### config.mk
export PLATFORM = sky130hd
export DESIGN_NAME = async_adapter_core
export DESIGN_NICKNAME = d
export VERILOG_FILES = /design/src/async_adapter_pkg.sv /design/src/async_adapter_core.sv /design/src/async_tx_shifter.sv /design/src/async_rx_shifter.sv
export SDC_FILE = /design/constraint.sdc
export NUM_CORES = 1
export LEC_CHECK = 0
export BUFFER_PORTS_ARGS = -buffer_cell sky130_fd_sc_hd__buf_2
export CORE_ASPECT_RATIO = 1.25
export CORE_UTILIZATION = 35
export CTS_BUF_LIST = sky130_fd_sc_hd__clkbuf_2
export DETAILED_ROUTE_END_ITERATION = 10
export PLACE_DENSITY = 0.49
export RECOVER_POWER = 100
export SYNTH_ARGS = -nofsm -noshare
export SYNTH_HDL_FRONTEND = slang
export SYNTH_SLANG_ARGS = --single-unit
### constraint.sdc
create_clock -name clk -period 6.6 [get_ports clk]
set_input_delay 0.33 -clock clk [delete_from_list [all_inputs] [get_ports clk]]
set_output_delay 0.33 -clock clk [all_outputs]
set_load 0.05 [all_outputs]
### src/async_adapter_pkg.sv
// Purpose: Shared constants and types for the asynchronous serial adapter.
// Assumes: 8-bit host bus, one system clock.
// Notes:   Functional notes follow.
// Functional notes
// - Format changes act at once, no buffering.
// - RTS pin high only for code 10.
// - Transmit interrupt enabled only for code 01.
// - Code 11 sends break, RTS low.
// - Bit 7 enables receive-full and carrier interrupts.
// - Data write loads holding, clears empty flag.
// - Idle transmitter starts within one bit time.
// - Queued character follows; empty set on transfer.
// - Complete character moves to empty holding register.
// - Data read clears full flag, keeps data.
// - Full holding register blocks new transfer.
// - Two locations, four registers, fixed directions.
// - Power-on latch released only by code 11.
// - One start bit, one or two stops.
// - Parity bit sits between data and stop.
// - Divide-by-1 unsynchronized; 16, 64 self-synchronize.
// - Receiver aligns to start bit falling edge.
// - Start must hold half bit to count.
// - Receiver reports parity, framing, overrun, full.
// - Receiver is double buffered.
// - Bits 1:0 pick divide ratio or reset.
// - Bits 4:2 pick word, parity, stops.
// - Carrier detect high holds receiver initialized.
// - CTS high hides empty flag, reads high.
package async_adapter_pkg;

    localparam logic       SEL_CTRL_STATUS = 1'b0;
    localparam logic       SEL_DATA        = 1'b1;
    localparam int         CTRL_RX_IRQ     = 7;
    localparam logic [1:0] DIV_BY_1        = 2'h0;
    localparam logic [1:0] DIV_BY_16       = 2'h1;
    localparam logic [1:0] DIV_BY_64       = 2'h2;
    localparam logic [1:0] DIV_RESET       = 2'h3;
    localparam logic [1:0] TXC_IRQ_ON      = 2'h1;
    localparam logic [1:0] TXC_RTS_HIGH    = 2'h2;
    localparam logic [1:0] TXC_BREAK       = 2'h3;
    localparam logic [7:0] CTRL_RESET      = 8'h00;
    localparam logic [5:0] DIV16_LAST      = 6'h0F;
    localparam logic [5:0] DIV64_LAST      = 6'h3F;
    localparam logic [5:0] HALF16_LAST     = 6'h07;
    localparam logic [5:0] HALF64_LAST     = 6'h1F;
    localparam logic [2:0] LAST_BIT_7      = 3'h6;
    localparam logic [2:0] LAST_BIT_8      = 3'h7;

    typedef struct packed {
        logic eightBits;
        logic parityOn;
        logic parityOdd;
        logic twoStop;
    } word_fmt_t;

    // Packed most significant first, so the layout matches the read value.
    typedef struct packed {
        logic irq;
        logic parityErr;
        logic overrun;
        logic frameErr;
        logic cts;
        logic dcdLoss;
        logic txEmpty;
        logic rxFull;
    } status_t;

    function automatic word_fmt_t decode_word(input logic [2:0] sel);
        word_fmt_t f;
        case (sel)
            3'h0:    f = '{1'b0, 1'b1, 1'b0, 1'b1};
            3'h1:    f = '{1'b0, 1'b1, 1'b1, 1'b1};
            3'h2:    f = '{1'b0, 1'b1, 1'b0, 1'b0};
            3'h3:    f = '{1'b0, 1'b1, 1'b1, 1'b0};
            3'h4:    f = '{1'b1, 1'b0, 1'b0, 1'b1};
            3'h5:    f = '{1'b1, 1'b0, 1'b0, 1'b0};
            3'h6:    f = '{1'b1, 1'b1, 1'b0, 1'b0};
            default: f = '{1'b1, 1'b1, 1'b1, 1'b0};
        endcase
        return f;
    endfunction

endpackage

### src/async_adapter_core.sv
// Purpose: Asynchronous serial adapter between an 8-bit host bus and a serial line.
// Assumes: All pins, including the bit clocks and the bus strobe, are synchronous to clk.
// Notes:   Bus effects take place on the trailing edge of the enable strobe.
`timescale 1ns/1ns
module async_adapter_core
    import async_adapter_pkg::*;
(
    input  wire logic       clk,
    input  wire logic       rstn,
    input  wire logic       enable,
    input  wire logic       chipSelect,
    input  wire logic       registerSelect,
    input  wire logic       readNotWrite,
    input  wire logic [7:0] dataIn,
    output logic [7:0]      dataOut,
    output logic            dataOe,
    input  wire logic       txClk,
    input  wire logic       rxClk,
    input  wire logic       rxData,
    output logic            txData,
    output logic            requestToSendN,
    input  wire logic       clearToSendN,
    input  wire logic       carrierDetectN,
    output logic            irqN
);

    ////////////////////////////////////////////////////////////////////////////
    // Bus strobe capture

    logic       enablePrev_reg;
    logic       latchSel_reg;
    logic       latchRs_reg;
    logic       latchRw_reg;
    logic [7:0] latchData_reg;
    logic       busEnd;
    logic       wrCtrl;
    logic       wrData;
    logic       rdStatus;
    logic       rdData;

    // Address and data are captured while the strobe is high, since they may
    // already be moving in the cycle where the trailing edge is seen.
    always_ff @(posedge clk or negedge rstn) begin
        if (!rstn) begin
            enablePrev_reg <= 1'b0;
            latchSel_reg   <= 1'b0;
            latchRs_reg    <= 1'b0;
            latchRw_reg    <= 1'b1;
            latchData_reg  <= 8'h00;
        end else begin
            enablePrev_reg <= enable;
            if (enable) begin
                latchSel_reg  <= chipSelect;
                latchRs_reg   <= registerSelect;
                latchRw_reg   <= readNotWrite;
                latchData_reg <= dataIn;
            end
        end
    end

    assign busEnd   = enablePrev_reg && !enable && latchSel_reg;
    assign wrCtrl   = busEnd && !latchRw_reg && (latchRs_reg == SEL_CTRL_STATUS);
    assign wrData   = busEnd && !latchRw_reg && (latchRs_reg == SEL_DATA);
    assign rdStatus = busEnd && latchRw_reg && (latchRs_reg == SEL_CTRL_STATUS);
    assign rdData   = busEnd && latchRw_reg && (latchRs_reg == SEL_DATA);

    ////////////////////////////////////////////////////////////////////////////
    // Control register and reset latch

    logic [7:0] ctrl_reg;
    logic       resetLatch_reg;
    logic       inReset;
    logic [1:0] divSel;
    logic [1:0] txCtrl;
    word_fmt_t  fmt;
    logic       rxIrqEn;
    logic       txIrqEn;
    logic       rxInit;

    always_ff @(posedge clk or negedge rstn) begin
        if (!rstn) begin
            ctrl_reg <= CTRL_RESET;
        end else if (wrCtrl) begin
            ctrl_reg <= latchData_reg;
        end
    end

    always_ff @(posedge clk or negedge rstn) begin
        if (!rstn) begin
            resetLatch_reg <= 1'b1;
        end else if (wrCtrl && (latchData_reg[1:0] == DIV_RESET)) begin
            resetLatch_reg <= 1'b0;
        end
    end

    assign divSel  = ctrl_reg[1:0];
    assign txCtrl  = ctrl_reg[6:5];
    assign fmt     = decode_word(ctrl_reg[4:2]);
    assign inReset = resetLatch_reg || (divSel == DIV_RESET);
    assign rxIrqEn = ctrl_reg[CTRL_RX_IRQ];
    assign txIrqEn = (txCtrl == TXC_IRQ_ON);
    assign rxInit  = inReset || carrierDetectN;

    ////////////////////////////////////////////////////////////////////////////
    // Bit clock dividers

    logic       txClkPrev_reg;
    logic       rxClkPrev_reg;
    logic [5:0] txDiv_reg;
    logic [5:0] fullLast;
    logic [5:0] halfLast;
    logic       txEdge;
    logic       rxEdge;
    logic       txBitTick;

    always_ff @(posedge clk or negedge rstn) begin
        if (!rstn) begin
            txClkPrev_reg <= 1'b1;
            rxClkPrev_reg <= 1'b1;
        end else begin
            txClkPrev_reg <= txClk;
            rxClkPrev_reg <= rxClk;
        end
    end

    assign txEdge   = txClk && !txClkPrev_reg;
    assign rxEdge   = rxClk && !rxClkPrev_reg;
    assign fullLast = (divSel == DIV_BY_64) ? DIV64_LAST : DIV16_LAST;
    assign halfLast = (divSel == DIV_BY_64) ? HALF64_LAST : HALF16_LAST;

    always_ff @(posedge clk or negedge rstn) begin
        if (!rstn) begin
            txDiv_reg <= 6'h00;
        end else if (inReset) begin
            txDiv_reg <= 6'h00;
        end else if (txEdge) begin
            txDiv_reg <= (txDiv_reg >= fullLast) ? 6'h00 : txDiv_reg + 6'h01;
        end
    end

    assign txBitTick = txEdge && ((divSel == DIV_BY_1) || (txDiv_reg >= fullLast));

    ////////////////////////////////////////////////////////////////////////////
    // Transmit path

    logic [7:0] txHold_reg;
    logic       txEmpty_reg;
    logic       txTake;
    logic       txLine;
    logic       txEmptyShown;

    always_ff @(posedge clk or negedge rstn) begin
        if (!rstn) begin
            txHold_reg <= 8'h00;
        end else if (wrData) begin
            txHold_reg <= latchData_reg;
        end
    end

    // A write in the same cycle as a transfer refills the now-empty holding
    // register, so the write decides the flag.
    always_ff @(posedge clk or negedge rstn) begin
        if (!rstn) begin
            txEmpty_reg <= 1'b1;
        end else if (inReset) begin
            txEmpty_reg <= 1'b1;
        end else if (wrData) begin
            txEmpty_reg <= 1'b0;
        end else if (txTake) begin
            txEmpty_reg <= 1'b1;
        end
    end

    assign txEmptyShown = txEmpty_reg && !clearToSendN;

    async_tx_shifter txShifter (
        .clk      (clk),
        .rstn     (rstn),
        .init     (inReset),
        .bitTick  (txBitTick),
        .holdFull (!txEmpty_reg),
        .holdData (txHold_reg),
        .fmt      (fmt),
        .txd      (txLine),
        .take     (txTake)
    );

    always_ff @(posedge clk or negedge rstn) begin
        if (!rstn) begin
            txData         <= 1'b1;
            requestToSendN <= 1'b0;
        end else begin
            txData         <= (txCtrl == TXC_BREAK) ? 1'b0 : txLine;
            requestToSendN <= (txCtrl == TXC_RTS_HIGH);
        end
    end

    ////////////////////////////////////////////////////////////////////////////
    // Receive bit timing

    logic       rxLinePrev_reg;
    logic       rxHalf_reg;
    logic       rxSync_reg;
    logic [5:0] rxCnt_reg;
    logic       halfDone;
    logic       fullDone;
    logic       rxSample;
    logic       rxDone;
    logic [7:0] rxWord;
    logic       rxParityErr;
    logic       rxFrameErr;

    assign halfDone = rxHalf_reg && (rxCnt_reg == halfLast);
    assign fullDone = rxSync_reg && (rxCnt_reg == fullLast);
    // The sample on a confirmed half bit is the start bit itself; a line that
    // went high again is dropped as a glitch.
    assign rxSample = (divSel == DIV_BY_1) ? rxEdge
                    : rxEdge && ((halfDone && !rxData) || fullDone);

    always_ff @(posedge clk or negedge rstn) begin
        if (!rstn) begin
            rxLinePrev_reg <= 1'b1;
            rxHalf_reg     <= 1'b0;
            rxSync_reg     <= 1'b0;
            rxCnt_reg      <= 6'h00;
        end else if (rxInit || (divSel == DIV_BY_1) || rxDone) begin
            rxLinePrev_reg <= 1'b1;
            rxHalf_reg     <= 1'b0;
            rxSync_reg     <= 1'b0;
            rxCnt_reg      <= 6'h00;
        end else if (rxEdge) begin
            rxLinePrev_reg <= rxData;
            if (rxHalf_reg) begin
                rxCnt_reg <= halfDone ? 6'h00 : rxCnt_reg + 6'h01;
                if (halfDone) begin
                    rxHalf_reg <= 1'b0;
                    rxSync_reg <= !rxData;
                end
            end else if (rxSync_reg) begin
                rxCnt_reg <= fullDone ? 6'h00 : rxCnt_reg + 6'h01;
            end else if (rxLinePrev_reg && !rxData) begin
                rxHalf_reg <= 1'b1;
                rxCnt_reg  <= 6'h00;
            end
        end
    end

    async_rx_shifter rxShifter (
        .clk        (clk),
        .rstn       (rstn),
        .init       (rxInit),
        .sampleTick (rxSample),
        .rxd        (rxData),
        .fmt        (fmt),
        .done       (rxDone),
        .data       (rxWord),
        .parityErr  (rxParityErr),
        .frameErr   (rxFrameErr)
    );

    ////////////////////////////////////////////////////////////////////////////
    // Receive holding register and status flags

    logic [7:0] rxHold_reg;
    logic       rxFull_reg;
    logic       frameErr_reg;
    logic       parityErr_reg;
    logic       overrun_reg;
    logic       overrunPend_reg;
    logic       rxLoad;

    // A read that empties the holding register lets a character finishing in
    // the same cycle in, so no character is lost to the clear.
    assign rxLoad = rxDone && (!rxFull_reg || (rdData && !overrunPend_reg));

    always_ff @(posedge clk or negedge rstn) begin
        if (!rstn) begin
            rxHold_reg    <= 8'h00;
            frameErr_reg  <= 1'b0;
            parityErr_reg <= 1'b0;
        end else if (inReset) begin
            frameErr_reg  <= 1'b0;
            parityErr_reg <= 1'b0;
        end else if (rxLoad) begin
            rxHold_reg    <= rxWord;
            frameErr_reg  <= rxFrameErr;
            parityErr_reg <= rxParityErr && fmt.parityOn;
        end
    end

    // Overrun stays hidden until the character held before it has been read.
    always_ff @(posedge clk or negedge rstn) begin
        if (!rstn) begin
            rxFull_reg      <= 1'b0;
            overrun_reg     <= 1'b0;
            overrunPend_reg <= 1'b0;
        end else if (rxInit) begin
            rxFull_reg      <= 1'b0;
            overrun_reg     <= 1'b0;
            overrunPend_reg <= 1'b0;
        end else begin
            if (rxLoad) begin
                rxFull_reg <= 1'b1;
            end else if (rdData && !overrunPend_reg) begin
                rxFull_reg <= 1'b0;
            end
            if (rdData && overrunPend_reg) begin
                overrun_reg <= 1'b1;
            end else if (rdData) begin
                overrun_reg <= 1'b0;
            end
            if (rxDone && !rxLoad) begin
                overrunPend_reg <= 1'b1;
            end else if (rdData) begin
                overrunPend_reg <= 1'b0;
            end
        end
    end

    ////////////////////////////////////////////////////////////////////////////
    // Carrier loss, interrupt and read data

    logic    dcdPrev_reg;
    logic    dcdLoss_reg;
    logic    dcdStatusSeen_reg;
    logic    irqActive;
    status_t status;

    always_ff @(posedge clk or negedge rstn) begin
        if (!rstn) begin
            dcdPrev_reg       <= 1'b0;
            dcdLoss_reg       <= 1'b0;
            dcdStatusSeen_reg <= 1'b0;
        end else begin
            dcdPrev_reg <= carrierDetectN;
            if (carrierDetectN && !dcdPrev_reg) begin
                dcdLoss_reg       <= 1'b1;
                dcdStatusSeen_reg <= 1'b0;
            end else if (inReset || (rdData && dcdStatusSeen_reg)) begin
                dcdLoss_reg       <= carrierDetectN;
                dcdStatusSeen_reg <= 1'b0;
            end else if (rdStatus && dcdLoss_reg) begin
                dcdStatusSeen_reg <= 1'b1;
            end
        end
    end

    assign irqActive = (rxIrqEn && (rxFull_reg || dcdLoss_reg))
                     || (txIrqEn && txEmptyShown);

    always_comb begin
        status           = '0;
        status.irq       = irqActive;
        status.parityErr = parityErr_reg;
        status.overrun   = overrun_reg;
        status.frameErr  = frameErr_reg;
        status.cts       = clearToSendN;
        status.dcdLoss   = dcdLoss_reg;
        status.txEmpty   = txEmptyShown;
        status.rxFull    = rxFull_reg;
    end

    always_ff @(posedge clk or negedge rstn) begin
        if (!rstn) begin
            dataOut <= 8'h00;
            dataOe  <= 1'b0;
            irqN    <= 1'b1;
        end else begin
            dataOut <= (registerSelect == SEL_DATA) ? rxHold_reg : status;
            dataOe  <= enable && chipSelect && readNotWrite;
            irqN    <= !irqActive;
        end
    end

endmodule

### src/async_tx_shifter.sv
// Purpose: Transmit serializer with start, parity and stop framing.
// Assumes: bitTick is a one-cycle pulse per bit time.
// Notes:   Format is read live on every bit.
`timescale 1ns/1ns
module async_tx_shifter
    import async_adapter_pkg::*;
(
    input  wire logic       clk,
    input  wire logic       rstn,
    input  wire logic       init,
    input  wire logic       bitTick,
    input  wire logic       holdFull,
    input  wire logic [7:0] holdData,
    input  wire word_fmt_t  fmt,
    output logic            txd,
    output logic            take
);

    typedef enum logic [4:0] {
        TX_IDLE  = 5'h01,
        TX_START = 5'h02,
        TX_DATA  = 5'h04,
        TX_PAR   = 5'h08,
        TX_STOP  = 5'h10
    } tx_state_t;

    tx_state_t  state_reg;
    logic [7:0] shift_reg;
    logic [2:0] bitIdx_reg;
    logic       parity_reg;
    logic       stopIdx_reg;
    logic       frameEnd;

    // A stop count cut to one during the second stop bit ends the frame at once instead of never.
    assign frameEnd = (state_reg == TX_STOP) && (stopIdx_reg || !fmt.twoStop);
    assign take     = bitTick && holdFull && ((state_reg == TX_IDLE) || frameEnd);

    always_ff @(posedge clk or negedge rstn) begin
        if (!rstn) begin
            state_reg <= TX_IDLE;
        end else if (init) begin
            state_reg <= TX_IDLE;
        end else if (bitTick) begin
            case (state_reg)
                TX_IDLE:  state_reg <= holdFull ? TX_START : TX_IDLE;
                TX_START: state_reg <= TX_DATA;
                TX_DATA: begin
                    if (bitIdx_reg == (fmt.eightBits ? LAST_BIT_8 : LAST_BIT_7)) begin
                        state_reg <= fmt.parityOn ? TX_PAR : TX_STOP;
                    end
                end
                TX_PAR:   state_reg <= TX_STOP;
                TX_STOP: begin
                    if (frameEnd) begin
                        state_reg <= holdFull ? TX_START : TX_IDLE;
                    end
                end
                default:  state_reg <= TX_IDLE;
            endcase
        end
    end

    always_ff @(posedge clk or negedge rstn) begin
        if (!rstn) begin
            shift_reg   <= 8'h00;
            bitIdx_reg  <= 3'h0;
            parity_reg  <= 1'b0;
            stopIdx_reg <= 1'b0;
        end else if (take) begin
            shift_reg   <= holdData;
            bitIdx_reg  <= 3'h0;
            parity_reg  <= 1'b0;
            stopIdx_reg <= 1'b0;
        end else if (bitTick && (state_reg == TX_DATA)) begin
            shift_reg  <= {1'b0, shift_reg[7:1]};
            bitIdx_reg <= bitIdx_reg + 3'h1;
            parity_reg <= parity_reg ^ shift_reg[0];
        end else if (bitTick && (state_reg == TX_STOP)) begin
            stopIdx_reg <= 1'b1;
        end
    end

    always_comb begin
        case (state_reg)
            TX_START: txd = 1'b0;
            TX_DATA:  txd = shift_reg[0];
            TX_PAR:   txd = parity_reg ^ fmt.parityOdd;
            default:  txd = 1'b1;
        endcase
    end

endmodule

### src/async_rx_shifter.sv
// Purpose: Receive deserializer with parity and framing checks.
// Assumes: sampleTick falls at each bit middle, first one on the start bit.
// Notes:   Only the first stop bit is checked.
`timescale 1ns/1ns
module async_rx_shifter
    import async_adapter_pkg::*;
(
    input  wire logic       clk,
    input  wire logic       rstn,
    input  wire logic       init,
    input  wire logic       sampleTick,
    input  wire logic       rxd,
    input  wire word_fmt_t  fmt,
    output logic            done,
    output logic [7:0]      data,
    output logic            parityErr,
    output logic            frameErr
);

    typedef enum logic [3:0] {
        RX_IDLE = 4'h1,
        RX_DATA = 4'h2,
        RX_PAR  = 4'h4,
        RX_STOP = 4'h8
    } rx_state_t;

    rx_state_t  state_reg;
    logic [2:0] bitIdx_reg;
    logic       parity_reg;

    always_ff @(posedge clk or negedge rstn) begin
        if (!rstn) begin
            state_reg  <= RX_IDLE;
            bitIdx_reg <= 3'h0;
            parity_reg <= 1'b0;
            data       <= 8'h00;
            parityErr  <= 1'b0;
            frameErr   <= 1'b0;
            done       <= 1'b0;
        end else if (init) begin
            state_reg <= RX_IDLE;
            done      <= 1'b0;
        end else begin
            done <= 1'b0;
            if (sampleTick) begin
                case (state_reg)
                    RX_IDLE: begin
                        if (!rxd) begin
                            state_reg  <= RX_DATA;
                            bitIdx_reg <= 3'h0;
                            parity_reg <= 1'b0;
                            parityErr  <= 1'b0;
                            data       <= 8'h00;
                        end
                    end
                    RX_DATA: begin
                        data[bitIdx_reg] <= rxd;
                        parity_reg       <= parity_reg ^ rxd;
                        bitIdx_reg       <= bitIdx_reg + 3'h1;
                        if (bitIdx_reg == (fmt.eightBits ? LAST_BIT_8 : LAST_BIT_7)) begin
                            state_reg <= fmt.parityOn ? RX_PAR : RX_STOP;
                        end
                    end
                    RX_PAR: begin
                        parityErr <= (parity_reg ^ rxd) != fmt.parityOdd;
                        state_reg <= RX_STOP;
                    end
                    RX_STOP: begin
                        frameErr  <= !rxd;
                        done      <= 1'b1;
                        state_reg <= RX_IDLE;
                    end
                    default: state_reg <= RX_IDLE;
                endcase
            end
        end
    end

endmodule

* Yosys cells after proc, flatten, opt, wreduce, memory -nomap -nowiden *
Cells that the tools add are included.

storage, ports and cells
  register bits after elaboration = 112
  bits of input ports = 19
  output and inout port bits = 12
  logic and storage cells = 262

cells by class
  add/sub/neg operators = 4
  order comparisons = 3
  equality and inequality tests = 32
  muxes and demuxes = 85
  bitwise logic cells = 6
  reductions and logical operators = 90

operators with widths
  operator                                                                 count
  6-bit two-way mux                                                        11
  1-bit two-way mux                                                        45
  1-bit logical AND                                                        36
  8-bit two-way mux                                                        4
  5-bit two-way mux                                                        6
  4-bit one-hot mux with 7 select lines                                    1
  5-bit one-hot mux with 5 select lines                                    1
  2-bit nonzero test                                                       12
  4-bit two-way mux                                                        5
  8-bit one-hot mux with 2 select lines                                    1
  3-bit nonzero test                                                       5
  1-bit logical NOT                                                        13
  6-bit by 1-bit adder with 6-bit output, second input constant            2
  1-bit logical OR                                                         12
  4-bit one-hot mux with 3 select lines                                    1
  3-bit AND reduction                                                      4
  2-bit equality test, second input constant                               5
  3-bit equality test, second input constant                               3
  3-bit two-way mux                                                        3
  3-bit by 2-bit inequality test with 1-bit output, second input constant  3
  8-bit bitwise mux                                                        1
  4-bit AND reduction                                                      2
  3-bit by 1-bit adder with 3-bit output, second input constant            2
  3-bit by 2-bit equality test with 1-bit output, second input constant    2
  other kinds (32)                                                         40

* Depth between registers and ports, before layout *
  depth in word-level cells = 12
  depth in mapped cells = 9
  gate-level depth less buffers = 7

* Hierarchy *
Synthesis repeated with hierarchy kept, for this count alone.

second synthesis, totals
  cells, all modules = 478
  area total of the unflattened synthesis = 5337.6 um2

by module, submodules not included
  module              instances  cells each  area an instance (um2)  sequential area each (um2)
  async_adapter_core  1          261         3290.7                  1886.8
  async_rx_shifter    1          103         1033.5                  476.7
  async_tx_shifter    1          114         1013.5                  451.7

* Least setup slack after synthesis *
No wires, ideal clock.

  kind = register to register
  start point = register ctrl_reg[1]
  end point = register txShifter.bitIdx_reg[0]
  library setup time = 125 ps
  arrival time = 2092 ps
  data required time = 6475 ps
  path slack = 4383 ps
  stages on the path, launching flop included = 9
  buffers on the path = 1
  period minus slack after synthesis = 2217 ps
  path through = dfrtp_1 > buf_2 > nand2b_2 > ha_1 > a41oi_1 > o211a_2 > nor4_4 > nor2_1 > mux2_2

between the ends
  cells in the longest elaborated chain, start to end = 8
  elaborated cells on any way between the ends = 11
  classes of those cells = order compare (1); eq/ne (1); mux (2); reduce/logical (7)

RTL lines
  item                                                            line                       source
  start: declaration                                              async_adapter_core.sv:70   logic [7:0] ctrl_reg;
  start signal: assignment                                        async_adapter_core.sv:84   ctrl_reg <= latchData_reg;
  2-bit equality test                                             async_adapter_core.sv:128  assign fullLast = (divSel == DIV_BY_64) ? DIV64_LAST : DIV16_LAST;
  6-bit two-way mux                                               async_adapter_core.sv:128
  6-bit >= comparator                                             async_adapter_core.sv:141  assign txBitTick = txEdge && ((divSel == DIV_BY_1) || (txDiv_reg >= fullLast));
  1-bit logical OR *                                              async_adapter_core.sv:141
  1-bit logical AND *                                             async_adapter_core.sv:141
  1-bit logical AND (2 in a row)                                  async_tx_shifter.sv:36     assign take = bitTick && holdFull && ((state_reg == TX_IDLE) || frameEnd);
  3-bit two-way mux / 2-bit nonzero test (equally long branches)  n/a
  end signal: assignment                                          async_tx_shifter.sv:76     bitIdx_reg <= bitIdx_reg + 3'h1;
  end: declaration                                                async_tx_shifter.sv:29     logic [2:0] bitIdx_reg;

Mark *: on every way between the ends. The rest lies on a longest branch, timed or not.
A chain may end at the register's enable or synchronous reset.

* Worst setup path in the final report *
  start point = register ctrl_reg[0]
  end point = register txShifter.bitIdx_reg[0]

The elaborated chain is that of the path after synthesis.

==> flow_summary_export.csv <==
group,metric,value,unit
power_and_ir_drop,pwr_density_cell,245,nW/um^2
worst_setup_path,r2r_slack,2.44,ns
timing,rsz0062_at_grt,"no",
synthesis,synth.cell_area,5520,um^2
synthesis,synth_fa_ha_area_share,1.36,%
clock_tree,root_buffer,"clkbuf_2",
worst_setup_path,cp.arrival,4.71,ns
drt,drt-initial-drc-count,213,
clock_tree,cts_resized,0,
synthesis,synth_edf_count,0,
power_and_ir_drop,p_leak,2.61,nW
global_route,grtUsageTotal,16.7,%
placed_design,placedCellCount,731,
min_path,hp-class,"in -> reg",
synthesis,synth-seq-area-share,51.0,%
clock_tree,cts_tree,"yes",
die,num_io_pins,31,
timing,worstMarginPinSlew,3.36,ns
min_path,hold_depth,3,
worst_setup_path,crit_path_end,"txShifter.bitIdx_reg[0]",
global_route,grt_max_degree,64,
cells_and_area,final_nets,576,
job,cap_violations,2,
timing,timing.fmax,241,MHz
status,violations,"max-capacitance violations, max-slew violations",
synthesis,synth_area_leaders,"dfrtp_1 46%, mux2_2 8.4%, dfstp_2 4.8%, o21ai_0 2.8%, nand2_1 2.2%",
synthesis,synth.top_cells.by_count,"102 x dfrtp_1, 41 x mux2_2, 32 x nand2_1, 32 x nor2_1, 31 x o21ai_0",
global_route,grt_pass1_vias,4092,
die,num_rows,50,
power_and_ir_drop,ir_drop,0.0904,mV
cells_and_area,stdcell_count,765,
global_route,grt_overflow,0,
global_route,antenna_found_initial,1,
synthesis,yosysMostFrequentCell,"dfrtp_1",
cells_and_area,drive_above_1_share,15.8,%
timing,slew_viol_final,80,
placed_design,dp_hpwl,9030,um
timing,setup_violations,0,
clock_tree,cts.sinks,112,
synthesis,synthFlopType,"dfrtp_1",
status,status,"finished, violations left",
timing,skew,0.0393,ns
timing,hold_viol_final,0,
clock_tree,cts-hold-fix-buffers,17,
worst_setup_path,endpoint_kind,"flip-flop",
worst_setup_path,crit_type,"reg -> reg",
worst_setup_path,rr_endpoint,"txShifter.bitIdx_reg[0]",
drt,viasPerCell,5.20,
die,start_util,36.3,%
drt,vias,3981,
worst_setup_path,r2r_start,"ctrl_reg[0]",
synthesis,synthMuxAreaShare,9.82,%
die,core-area,15200,um^2
placed_design,routabilityCongestion,0.777,
timing,post-route-period-util,63.0,%
drt,post_drt_wl_per_cell,16.3,um
drt,drc,0,
timing,relSlewSlack,-124,%
timing,fin_ws,2.44,ns
synthesis,ys_warn_count,0,
worst_setup_path,cp_max_fo,15,
synthesis,synth_compound_gate_area_share,16.2,%
drt,dr.pass1.iters,4,
synthesis,ys_types,72,
synthesis,ys_ff_latch,112,
worst_setup_path,critPathLaunch,"ctrl_reg[0]",
global_route,grt_first_pass_wirelength,20900,um
clock_tree,h-tree-depth,3,
placed_design,pre_cts_ws,3.63,ns
clock_tree,post_cts_buffers,0,
synthesis,synth_top_family_by_area,"simple AND/OR/NAND/NOR gates",
worst_setup_path,startpoint_type,"flip-flop",
synthesis,synth_simple_gate_area_share,16.4,%
synthesis,syn-num-nets,540,
synthesis,synth_top_area_cell,"dfrtp_1",
timing,min_period,4.16,ns
drt,ant_nets,0,
synthesis,synth_top_area_share,46.3,%
timing,holdWs,0.0915,ns
cells_and_area,area_growth,9.62,%
worst_setup_path,r2r_cells,7,
die,die_area,16300,um^2
die,die_width,114,um
clock_tree,clkTransAtPathRegs,0.28,ns
synthesis,ys_async_sr_fraction,100,%
clock_tree,cts.path.max_buffers,2,
synthesis,syn_inst,515,
synthesis,syn_avg_cell_area,10.7,um^2
timing,setup-tns-final,0,ns
worst_setup_path,cp.required,7.15,ns
placed_design,place_area,5830,um^2
synthesis,synth_xor_area_share,1.91,%
drt,drt_wl_total,12500,um
placed_design,port_buffers,30,
die,die_y,142,um
clock_tree,insertion_delay,0.62,ns
cells_and_area,fin_area,6050,um^2
clock_tree,numCtsBuffers,9,
==> metal layers <==
layer / GRT usage (%) / vias to the layer above / routed length [um] / part of all wire, %
met5: 0 / - / 0 / 0
met4: 9.09 / 0 / 378 / 3.0
met3: 2.30 / 18 / 271 / 2.2
met2: 28.5 / 49 / 6320 / 51
met1: 20.3 / 1962 / 5530 / 44
li1: - / 1952 / - / -
==> cell type report <==
cell class | instances | area (um^2)
fill | 1535 | 9160
sequential | 112 | 2820
multi-input combinational | 362 | 2480
timing repair buffer | 50 | 318
tap | 208 | 260
inverter | 16 | 60.1
clock inverter | 6 | 58.8
clock buffer | 10 | 50.0
antenna | 1 | 2.50
==> critical path: stages, from the launching register on <==
cell      delay [ns]
dfrtp_1         0.55
nand2b_1        0.30
ha_1            0.33
a41oi_1         0.14
o211a_1         0.32
nor4_1          1.62
nor2_1          0.42
mux2_2          0.42
==> cells by family after synthesis <==
| kind of cell | count (synthesis) |
|---|---|
| xor+xnor | 12 |
| buf+inv | 41 |
| compound gates | 132 |
| mux | 49 |
| simple gates | 163 |
| flops | 112 |
| fa+ha+maj | 6 |
==> through the flow <==
step / total power [mW] / utilization [%]
floorplan: 1.08 / -
global placement: 1.18 / 38.4
detailed placement: 1.19 / 38.4
CTS: 1.52 / 40.2
global route: 1.57 / 39.8
finish: 1.48 / 39.8
==> power by group <==
group / switching [mW] / internal [mW] / leakage (nW)
clock: 0.222 / 0.0871 / 0.0674
combinational: 0.198 / 0.125 / 1.11
sequential: 0.0778 / 0.770 / 1.44
total: 0.498 / 0.981 / 2.61
==> how the worst min path moves through the flow <==
stage	start	endpoint	slack, ns
4_1_cts	rxData	rxShifter.state_reg[0]	0.01
3_5_place_dp	rxClk	rxClkPrev_reg	0.46
5_1_grt	rxData	rxShifter.state_reg[0]	0.07
3_3_place_gp	rxClk	rxClkPrev_reg	0.45
2_1_floorplan	rstn	ctrl_reg[0]	0.03
6_report	rxData	rxShifter.state_reg[0]	0.09
==> cells in the final DEF (no fill, tap or decap), types with 4 or more instances in the layout <==
| master | n |
|---|---|
| dfrtp_1 | 102 |
| mux2_2 | 41 |
| nor2_1 | 33 |
| nand2_1 | 32 |
| o21ai_0 | 32 |
| a21oi_1 | 23 |
| nor3_1 | 18 |
| clkbuf_1 | 18 |
| dlygate4sd3_1 | 17 |
| inv_1 | 16 |
| nand3_1 | 16 |
| a31oi_1 | 14 |
| nand2b_1 | 13 |
| buf_2 | 12 |
| nor2b_1 | 11 |
| clkbuf_2 | 11 |
| a22o_1 | 10 |
| xnor2_1 | 9 |
| dfstp_2 | 9 |
| mux2i_1 | 8 |
| a21o_1 | 8 |
| o31ai_1 | 7 |
| ha_1 | 6 |
| and3_1 | 5 |
| nor3b_1 | 5 |
| nor4_1 | 5 |
| or2_2 | 4 |
Note: power is estimated with default switching activity, not from simulation.
